### src/verilog/trd_pkg.sv
// Purpose: Shared constants and carriers for the tag read-data-block command engine
// Assumes: APB slave with 32-bit data, one register per aligned word
// Notes: Result codes and register offsets are local choices
package trd_pkg;

    // Register byte offsets
    localparam logic [11:0] REG_CMD = 12'h000;
    localparam logic [11:0] REG_RESULT = 12'h004;
    localparam logic [11:0] REG_IRQ_STS = 12'h008;
    localparam logic [11:0] REG_IRQ_MASK = 12'h00c;
    localparam logic [11:0] REG_BUSY = 12'h010;
    localparam logic [11:0] REG_ARG_BASE = 12'h020;
    localparam logic [11:0] REG_BUF_BASE = 12'h100;
    localparam logic [11:0] REG_BUF_END = 12'h500;

    // Argument byte offsets in the parameter area
    localparam int ARG_BLOCK = 'h00;
    localparam int ARG_COUNT = 'h01;
    localparam int ARG_OFFSET = 'h02;
    localparam int ARG_KEYSEL = 'h03;
    localparam int ARG_KEY = 'h04;
    localparam int KEY_BYTES = 'h06;
    localparam int ARG_BYTES = 11;

    // Key selector fields
    localparam int KEYSEL_KEY_B = 7;
    localparam int KEYSEL_USE_ARG = 6;
    localparam logic [5:0] KEY_IDX_MAX = 6'd39;

    // Command and result codes
    localparam logic [7:0] CMD_READ_DATA_BLOCK = 8'h04;
    localparam logic [7:0] RES_NO_ERROR = 8'h00;
    localparam logic [7:0] RES_BAD_CMD = 8'h01;
    localparam logic [7:0] RES_BAD_ARG = 8'h02;
    localparam logic [7:0] RES_AUTH_FAIL = 8'h03;
    localparam logic [7:0] RES_READ_FAIL = 8'h04;
    localparam logic [7:0] RES_BAD_TAG = 8'h05;
    localparam logic [7:0] RES_BUSY = 8'hff;
    localparam logic [7:0] RESULT_RST = 8'h00;

    // Tag memory geometry
    localparam int BLOCK_BYTES = 16;
    localparam logic [7:0] BIG_SECTOR_START = 8'h80;
    localparam logic [5:0] BIG_SECTOR_FIRST = 6'd32;

    // Interrupt status bits
    localparam int IRQ_DONE = 0;
    localparam int IRQ_ERR = 1;

    typedef enum logic [2:0] {
        ST_IDLE = 3'b000,
        ST_CHECK = 3'b001,
        ST_AUTH_REQ = 3'b010,
        ST_AUTH_WAIT = 3'b011,
        ST_RD_REQ = 3'b100,
        ST_RD_WAIT = 3'b101,
        ST_COPY = 3'b110,
        ST_NEXT = 3'b111
    } trd_state_e;

    typedef struct packed {
        logic valid;
        logic auth;
        logic [7:0] block;
        logic key_b;
        logic [47:0] key;
    } trd_tag_req_s;

    typedef struct packed {
        logic done;
        logic ok;
        logic [127:0] data;
    } trd_tag_rsp_s;

endpackage : trd_pkg

### src/verilog/trd_buf_mem.sv
// Purpose: Byte-wide data buffer with one write port and a registered read port
// Assumes: Single clock, write and read may occur in the same cycle
// Notes: Read data appear one cycle after the address
`timescale 1ns/1ps
module trd_buf_mem #(
    parameter int DW = 8,
    parameter int AW = 8
) (
    input wire logic pclk,
    input wire logic presetn,
    input wire logic we,
    input wire logic [AW-1:0] waddr,
    input wire logic [DW-1:0] wdata,
    input wire logic [AW-1:0] raddr,
    output logic [DW-1:0] rdata_q
);
    logic [DW-1:0] mem [0:(1<<AW)-1];

    always_ff @(posedge pclk) begin
        if (we) begin
            mem[waddr] <= wdata;
        end
    end

    always_ff @(posedge pclk or negedge presetn) begin
        if (!presetn) begin
            rdata_q <= '0;
        end else begin
            rdata_q <= mem[raddr];
        end
    end
endmodule : trd_buf_mem

### src/verilog/trd_cmd_engine.sv
// Purpose: Command engine for the tag read-data-block operation behind an APB slave
// Assumes: Tag engine answers each request with one done pulse; key store answers at once
// Notes: Every APB transfer takes one wait state
//
// Added by the designer: the placing of the registers and the APB slave port.
`timescale 1ns/1ps
module trd_cmd_engine #(
    parameter int BUF_AW = 8,
    parameter logic [7:0] SUPPORTED_TAG = 8'h01
) (
    input wire logic pclk,
    input wire logic presetn,
    input wire logic psel,
    input wire logic penable,
    input wire logic pwrite,
    input wire logic [11:0] paddr,
    input wire logic [31:0] pwdata,
    output logic [31:0] prdata,
    output logic pready,
    output logic pslverr,
    output logic irq,
    input wire logic [7:0] tag_type,
    output logic [5:0] key_idx,
    input wire logic [47:0] key_store_data,
    output trd_pkg::trd_tag_req_s tag_req,
    input wire trd_pkg::trd_tag_rsp_s tag_rsp
);
    trd_pkg::trd_state_e st_q;
    logic [7:0] args_q [0:trd_pkg::ARG_BYTES-1];
    logic [7:0] result_q;
    logic [1:0] sts_q;
    logic [1:0] mask_q;
    logic [7:0] blk_q;
    logic [7:0] left_q;
    logic [BUF_AW-1:0] ptr_q;
    logic [5:0] sec_q;
    logic [3:0] byte_q;
    logic [127:0] data_q;
    logic [47:0] key_q;
    logic [1:0] sts_set;
    logic start;
    logic busy;
    logic acc_done;
    logic wr_acc;
    logic [11:0] rel_buf;
    logic [11:0] rel_arg;
    logic [BUF_AW-1:0] buf_raddr;
    logic [7:0] buf_rdata;
    logic buf_we;
    logic [BUF_AW-1:0] buf_waddr;
    logic [7:0] buf_wdata;
    logic in_buf;
    logic in_arg;
    logic [47:0] arg_key;

    function automatic logic is_trailer(input logic [7:0] b);
        if (b < trd_pkg::BIG_SECTOR_START) begin
            return b[1:0] == 2'b11;
        end
        return b[3:0] == 4'hf;
    endfunction : is_trailer

    function automatic logic [5:0] sector_of(input logic [7:0] b);
        logic [7:0] rel;
        rel = b - trd_pkg::BIG_SECTOR_START;
        if (b < trd_pkg::BIG_SECTOR_START) begin
            return b[7:2];
        end
        return trd_pkg::BIG_SECTOR_FIRST + {2'b00, rel[7:4]};
    endfunction : sector_of

    assign busy = (st_q != trd_pkg::ST_IDLE);
    assign acc_done = psel && penable && pready;
    assign wr_acc = acc_done && pwrite;
    assign rel_buf = paddr - trd_pkg::REG_BUF_BASE;
    assign rel_arg = paddr - trd_pkg::REG_ARG_BASE;
    assign in_buf = (paddr >= trd_pkg::REG_BUF_BASE) && (paddr < trd_pkg::REG_BUF_END);
    assign in_arg = (paddr >= trd_pkg::REG_ARG_BASE) && (rel_arg[11:2] < 10'(trd_pkg::ARG_BYTES))
        && (paddr[1:0] == 2'b00);
    assign buf_raddr = rel_buf[BUF_AW+1:2];
    assign start = wr_acc && (paddr == trd_pkg::REG_CMD) && !busy;
    // Key bytes least significant first
    assign arg_key = {args_q[trd_pkg::ARG_KEY+5], args_q[trd_pkg::ARG_KEY+4],
        args_q[trd_pkg::ARG_KEY+3], args_q[trd_pkg::ARG_KEY+2],
        args_q[trd_pkg::ARG_KEY+1], args_q[trd_pkg::ARG_KEY]};

    // Buffer write port: engine while busy, software otherwise
    always_comb begin
        buf_we = 1'b0;
        buf_waddr = buf_raddr;
        buf_wdata = pwdata[7:0];
        if (st_q == trd_pkg::ST_COPY) begin
            buf_we = 1'b1;
            buf_waddr = ptr_q;
            buf_wdata = data_q[8*byte_q +: 8];
        end else if (wr_acc && in_buf && !busy) begin
            buf_we = 1'b1;
        end
    end

    trd_buf_mem #(
        .DW(8),
        .AW(BUF_AW)
    ) u_buf (
        .pclk(pclk),
        .presetn(presetn),
        .we(buf_we),
        .waddr(buf_waddr),
        .wdata(buf_wdata),
        .raddr(buf_raddr),
        .rdata_q(buf_rdata)
    );

    // APB answer: one wait state, read data registered
    always_ff @(posedge pclk or negedge presetn) begin
        if (!presetn) begin
            pready <= 1'b0;
            pslverr <= 1'b0;
            prdata <= '0;
        end else if (psel && penable && !pready) begin
            pready <= 1'b1;
            pslverr <= !(in_buf || in_arg || paddr == trd_pkg::REG_CMD
                || paddr == trd_pkg::REG_RESULT || paddr == trd_pkg::REG_IRQ_STS
                || paddr == trd_pkg::REG_IRQ_MASK || paddr == trd_pkg::REG_BUSY);
            prdata <= '0;
            if (!pwrite) begin
                if (in_buf) begin
                    prdata <= {24'h000000, buf_rdata};
                end else if (in_arg) begin
                    prdata <= {24'h000000, args_q[rel_arg[5:2]]};
                end else if (paddr == trd_pkg::REG_RESULT) begin
                    prdata <= {24'h000000, result_q};
                end else if (paddr == trd_pkg::REG_IRQ_STS) begin
                    prdata <= {30'h00000000, sts_q};
                end else if (paddr == trd_pkg::REG_IRQ_MASK) begin
                    prdata <= {30'h00000000, mask_q};
                end else if (paddr == trd_pkg::REG_BUSY) begin
                    prdata <= {31'h00000000, busy};
                end
            end
        end else begin
            pready <= 1'b0;
            pslverr <= 1'b0;
        end
    end

    // Argument bytes, frozen while a command runs
    always_ff @(posedge pclk or negedge presetn) begin
        if (!presetn) begin
            for (int i = 0; i < trd_pkg::ARG_BYTES; i++) begin
                args_q[i] <= 8'h00;
            end
        end else if (wr_acc && in_arg && !busy) begin
            args_q[rel_arg[5:2]] <= pwdata[7:0];
        end
    end

    // Interrupt status, mask and output; set wins over clear
    always_ff @(posedge pclk or negedge presetn) begin
        if (!presetn) begin
            sts_q <= 2'b00;
            mask_q <= 2'b00;
            irq <= 1'b0;
        end else begin
            if (wr_acc && paddr == trd_pkg::REG_IRQ_MASK) begin
                mask_q <= pwdata[1:0];
            end
            if (wr_acc && paddr == trd_pkg::REG_IRQ_STS) begin
                sts_q <= (sts_q & ~pwdata[1:0]) | sts_set;
            end else begin
                sts_q <= sts_q | sts_set;
            end
            irq <= |(sts_q & mask_q);
        end
    end

    always_comb begin
        sts_set = 2'b00;
        if (start && pwdata[7:0] != trd_pkg::CMD_READ_DATA_BLOCK) begin
            sts_set[trd_pkg::IRQ_ERR] = 1'b1;
        end
        if (st_q == trd_pkg::ST_CHECK && (tag_type != SUPPORTED_TAG || left_q == 8'h00
            || (!args_q[trd_pkg::ARG_KEYSEL][trd_pkg::KEYSEL_USE_ARG]
            && key_idx > trd_pkg::KEY_IDX_MAX))) begin
            sts_set[trd_pkg::IRQ_ERR] = 1'b1;
        end
        if ((st_q == trd_pkg::ST_AUTH_WAIT || st_q == trd_pkg::ST_RD_WAIT)
            && tag_rsp.done && !tag_rsp.ok) begin
            sts_set[trd_pkg::IRQ_ERR] = 1'b1;
        end
        if (st_q == trd_pkg::ST_COPY && byte_q == 4'hf && left_q == 8'h01) begin
            sts_set[trd_pkg::IRQ_DONE] = 1'b1;
        end
    end

    // Command sequencer
    always_ff @(posedge pclk or negedge presetn) begin
        if (!presetn) begin
            st_q <= trd_pkg::ST_IDLE;
            result_q <= trd_pkg::RESULT_RST;
            blk_q <= 8'h00;
            left_q <= 8'h00;
            ptr_q <= '0;
            sec_q <= 6'd0;
            byte_q <= 4'h0;
            data_q <= '0;
            key_q <= '0;
            key_idx <= 6'd0;
            tag_req <= '0;
        end else begin
            tag_req.valid <= 1'b0;
            unique case (st_q)
                trd_pkg::ST_IDLE: begin
                    if (start) begin
                        if (pwdata[7:0] == trd_pkg::CMD_READ_DATA_BLOCK) begin
                            st_q <= trd_pkg::ST_CHECK;
                            result_q <= trd_pkg::RES_BUSY;
                            blk_q <= args_q[trd_pkg::ARG_BLOCK];
                            left_q <= args_q[trd_pkg::ARG_COUNT];
                            ptr_q <= args_q[trd_pkg::ARG_OFFSET][BUF_AW-1:0];
                            key_idx <= args_q[trd_pkg::ARG_KEYSEL][5:0];
                        end else begin
                            result_q <= trd_pkg::RES_BAD_CMD;
                        end
                    end
                end
                trd_pkg::ST_CHECK: begin
                    key_q <= args_q[trd_pkg::ARG_KEYSEL][trd_pkg::KEYSEL_USE_ARG]
                        ? arg_key : key_store_data;
                    if (tag_type != SUPPORTED_TAG) begin
                        result_q <= trd_pkg::RES_BAD_TAG;
                        st_q <= trd_pkg::ST_IDLE;
                    end else if (left_q == 8'h00) begin
                        result_q <= trd_pkg::RES_BAD_ARG;
                        st_q <= trd_pkg::ST_IDLE;
                    end else if (!args_q[trd_pkg::ARG_KEYSEL][trd_pkg::KEYSEL_USE_ARG]
                        && key_idx > trd_pkg::KEY_IDX_MAX) begin
                        result_q <= trd_pkg::RES_BAD_ARG;
                        st_q <= trd_pkg::ST_IDLE;
                    end else if (is_trailer(blk_q)) begin
                        blk_q <= blk_q + 8'h01;
                    end else begin
                        st_q <= trd_pkg::ST_AUTH_REQ;
                    end
                end
                trd_pkg::ST_AUTH_REQ: begin
                    tag_req.valid <= 1'b1;
                    tag_req.auth <= 1'b1;
                    tag_req.block <= blk_q;
                    tag_req.key_b <= args_q[trd_pkg::ARG_KEYSEL][trd_pkg::KEYSEL_KEY_B];
                    tag_req.key <= key_q;
                    sec_q <= sector_of(blk_q);
                    st_q <= trd_pkg::ST_AUTH_WAIT;
                end
                trd_pkg::ST_AUTH_WAIT: begin
                    if (tag_rsp.done) begin
                        if (tag_rsp.ok) begin
                            st_q <= trd_pkg::ST_RD_REQ;
                        end else begin
                            result_q <= trd_pkg::RES_AUTH_FAIL;
                            st_q <= trd_pkg::ST_IDLE;
                        end
                    end
                end
                trd_pkg::ST_RD_REQ: begin
                    tag_req.valid <= 1'b1;
                    tag_req.auth <= 1'b0;
                    tag_req.block <= blk_q;
                    st_q <= trd_pkg::ST_RD_WAIT;
                end
                trd_pkg::ST_RD_WAIT: begin
                    if (tag_rsp.done) begin
                        if (tag_rsp.ok) begin
                            data_q <= tag_rsp.data;
                            byte_q <= 4'h0;
                            st_q <= trd_pkg::ST_COPY;
                        end else begin
                            result_q <= trd_pkg::RES_READ_FAIL;
                            st_q <= trd_pkg::ST_IDLE;
                        end
                    end
                end
                trd_pkg::ST_COPY: begin
                    ptr_q <= ptr_q + 1'b1;
                    byte_q <= byte_q + 4'h1;
                    if (byte_q == 4'hf) begin
                        left_q <= left_q - 8'h01;
                        blk_q <= blk_q + 8'h01;
                        if (left_q == 8'h01) begin
                            result_q <= trd_pkg::RES_NO_ERROR;
                            st_q <= trd_pkg::ST_IDLE;
                        end else begin
                            st_q <= trd_pkg::ST_NEXT;
                        end
                    end
                end
                trd_pkg::ST_NEXT: begin
                    if (is_trailer(blk_q)) begin
                        blk_q <= blk_q + 8'h01;
                    end else if (sector_of(blk_q) != sec_q) begin
                        st_q <= trd_pkg::ST_AUTH_REQ;
                    end else begin
                        st_q <= trd_pkg::ST_RD_REQ;
                    end
                end
            endcase
        end
    end
endmodule : trd_cmd_engine

### config.mk
export PLATFORM = sky130hd
export DESIGN_NAME = trd_cmd_engine
export DESIGN_NICKNAME = d
export VERILOG_FILES = /design/src/verilog/trd_pkg.sv /design/src/verilog/trd_buf_mem.sv /design/src/verilog/trd_cmd_engine.sv
export SDC_FILE = /design/constraint.sdc
export NUM_CORES = 2
export LEC_CHECK = 0
export ABC_CLOCK_PERIOD_IN_PS = 17700
export BUFFER_PORTS_ARGS = -buffer_cell sky130_fd_sc_hd__buf_4
export CAP_MARGIN = 20
export CORE_UTILIZATION = 25
export CTS_CLUSTER_SIZE = 30
export DETAILED_ROUTE_END_ITERATION = 6
export PLACE_DENSITY = 0.42
export SLEW_MARGIN = 40
export SYNTH_ARGS = -nofsm -noshare
export SYNTH_HDL_FRONTEND = slang
export SYNTH_HIERARCHICAL = 1
export SYNTH_SLANG_ARGS = --single-unit
### constraint.sdc
create_clock -name pclk -period 17.7 [get_ports pclk]
set_input_delay 0.885 -clock pclk [delete_from_list [all_inputs] [get_ports pclk]]
set_output_delay 0.885 -clock pclk [all_outputs]
set_load 0.02 [all_outputs]
==> results.cfg <==
[floorplan]
core_area_sq_um = 390000
boundaryPins = 335
die_area_sq_um = 396000
num_rows = 229
die_w_um = 629
start_util_pct = 25.2
fp.dieH_um = 629

[cts]
tritoncts = done
ctsRootBufferMaster = clkbuf_16
cts.sinks = 2441
cts.repair.resized = 0
path_clk_slew_ps = 60
numCtsBuffers = 284
clock_path_buffers = 4
htreeDepth = 5
clk_latency_ps = 890

[placed_design]
post-place-cells = 10500
pre_cts_slack_ps = 10440
dpl.hpwl_um = 183000
port-buffer-count = 286
gp_congestion = 0.770
dpl_cell_area_sq_um = 107000

[timing]
rsz0062_at_grt = false
min_period_ps = 5980
setup_viol = 0
worst_slack_ps = 11720
timing.hold.ws_ps = 229
setup_tns_ps = 0
slew_viol_final = 0
slew_headroom_pct = 40.1
fin_skew_ps = 32.7
fin_crit_sh_pct = 33.8
worst_slew_pin_slew_ps = 899
fmax_mhz = 167
hold_violations = 0

[routing]
route.vias.total = 51600
drt_iter0_markers = 4073
via_per_inst = 4.67
drtAntennaViolNets = 0
dr.pass1.iters = 5
route.detailed.drc = 0
wl_um = 289000
drt-wirelength-per-cell_um = 26.1

[synth]
synthTopCellsByArea = edfxtp_1 (63%), mux4_2 (11%), dfrtp_1 (10%), mux2_2 (3.4%), mux2i_1 (2.3%)
synthDistinctLibCells = 89
ys_warn_count = 6
async_reset_ff_share_pct = 16.1
yosysTopAreaCell = edfxtp_1
synth_seq_area_share_pct = 72.5
synth_area_per_cell_sq_um = 18.7
synth_top_cell_area_share_pct = 62.5
synthCells = 5261
synth_seq_cells = 2441
synth_ff_type = edfxtp_1
synth-edff-count = 2048
synth_area_sq_um = 98400

[critical_path]
crit_required_ps = 18430
end_kind = register
worstPathArrival_ps = 6710
critPathKind = in2reg
cpMostUsedCell = buf_4
cpMaxStageDelayCell = buf_4
path_delay_family = buffers and inverters
path_cells = buf_8 -> buf_4 -> buf_4 -> buf_4 -> buf_6 -> buf_4 -> mux4_2 -> a22oi_1 -> a21oi_1 -> o21a_1 -> a2111oi_0 -> buf_4 -> nor4_1
cp-start-kind = primary input
cp_num_buf_inv = 7
slowest_delay_ps = 730
critPathMaxFanout = 40

[grt]
grt_pass1_vias = 53500
antenna_found_initial = 16
overflow = 0
grt_max_degree = 133
track_usage_pct = 14.3
grt_pass1_wl_um = 412000

[layout]
drive_gt1_share_pct = 32.4
final_cells = 11100
finish.instance_area_sq_um = 116000
synthToLayoutAreaGrowth_pct = 18.0
final_core_util_pct = 29.8
nets = 5877

[power]
power_mw = 15.1
leakagePower_nw = 38.2
ir_worst_vdd_uv = 80.4
power_density_nw_per_um2 = 130

[flow_run]
maxCapViolCount = 0

[status]
outcome = finished, final reports clean

[min_path]
hp-class = in2reg
==> kinds of logic after synthesis <==
family	synth area share (%)
other	0.00381
XOR/XNOR	0.0623
buffers and inverters	2.23
AO/OA/AOI/OAI	3.99
multiplexers	17.2
AND/OR/NAND/NOR	3.85
adder cells (fa/ha/maj)	0.114
flip-flops	72.5
==> state kept, by name (all words and copies together) (netlist names), 3 cells and up <==
name / count
left_q: 8
u_buf/rdata_q: 8
sec_q: 6
key_idx: 6
prdata: 8
st_q: 3
blk_q: 8
u_buf/mem: 2048
ptr_q: 8
arg_key: 48
data_q: 128
result_q: 4
key_q: 48
byte_q: 4
args_q: 40
tag_req: 59
==> layout make-up <==
cell class	instances	area (sq um)
Antenna cell	5	12.5
Clock buffer	356	7610
Clock inverter	148	1350
Fill cell	38500	274000
Inverter	22	82.6
Multi-Input combinational cell	2469	25800
Sequential cell	2441	71300
Tap cell	5197	6500
Timing Repair Buffer	415	3440
==> cells in the mapped netlist (all sizes together) (38+ instances only) <==
cell and count:
clkbuf 177, mux4 502, mux2i 224, mux2 302
a22oi 99, nand3 67, nor2 322, nand2 243
o22ai 39, edfxtp 2048, o221ai 38, buf 175
a21oi 123, o21ai 122, dfrtp 393
==> what timing repair did <==
item | 4_1_cts | 5_1_grt
buffers inserted | 0 | 0
hold endpoints to repair | 60 | 0
hold buffers | 1 | 0
==> per-layer routing <==
metal  global-route usage, %  vias to the layer above  part of all wire (%)  wire length [um]
met5                       0                        -                0.0038                11
met4                    3.15                        2                   2.0              5800
met3                    2.23                      342                   4.6             13400
met2                    23.4                     1281                    48            139000
met1                    19.9                    28000                    45            131000
li1                        -                    22000                     -                 -
==> power breakdown <==
group          switching [mW]  leakage (nW)  total [mW]  internal [mW]
registers               0.220          23.4        7.16           6.94
logic                    1.44          10.4        2.22          0.782
clock network            2.40          4.40        5.69           3.29
total                    4.06          38.2        15.1           11.0
==> worst paths after layout <==
path,from,to,slack (ps),depth (start not counted)
max in group asynchronous,presetn,u_buf/rdata_q[3]$_DFF_PN0_,15100,5
min in group asynchronous,presetn,data_q[6]$_DFFE_PN0P_,530,2
worst min register to register,key_q[45]$_DFFE_PN0P_,key_q[45]$_DFFE_PN0P_,470,2
worst max register to register,st_q[2]$_DFFE_PN0P_,u_buf/mem[27][4]$_DFFE_PP_,12950,9
worst max-delay path,paddr[2],u_buf/rdata_q[3]$_DFF_PN0_,11720,13
worst min-delay path,tag_rsp[125],data_q[125]$_DFFE_PN0P_,230,2
==> placed cells by master, fill, tap and decap left out, types with 54 or more instances in the layout <==
cell and instances:
mux2i_1 224, nor2_2 185, edfxtp_1 2048, clkbuf_16 289, a21oi_1 123, buf_4 372, a22oi_1 99, nor2_1 134
o21ai_0 103, clkbuf_1 54, nand2_1 224, clkinv_1 56, mux2_2 298, nand3_1 55, dfrtp_1 391, mux4_2 501
Power figures use the tool's default switching activity.
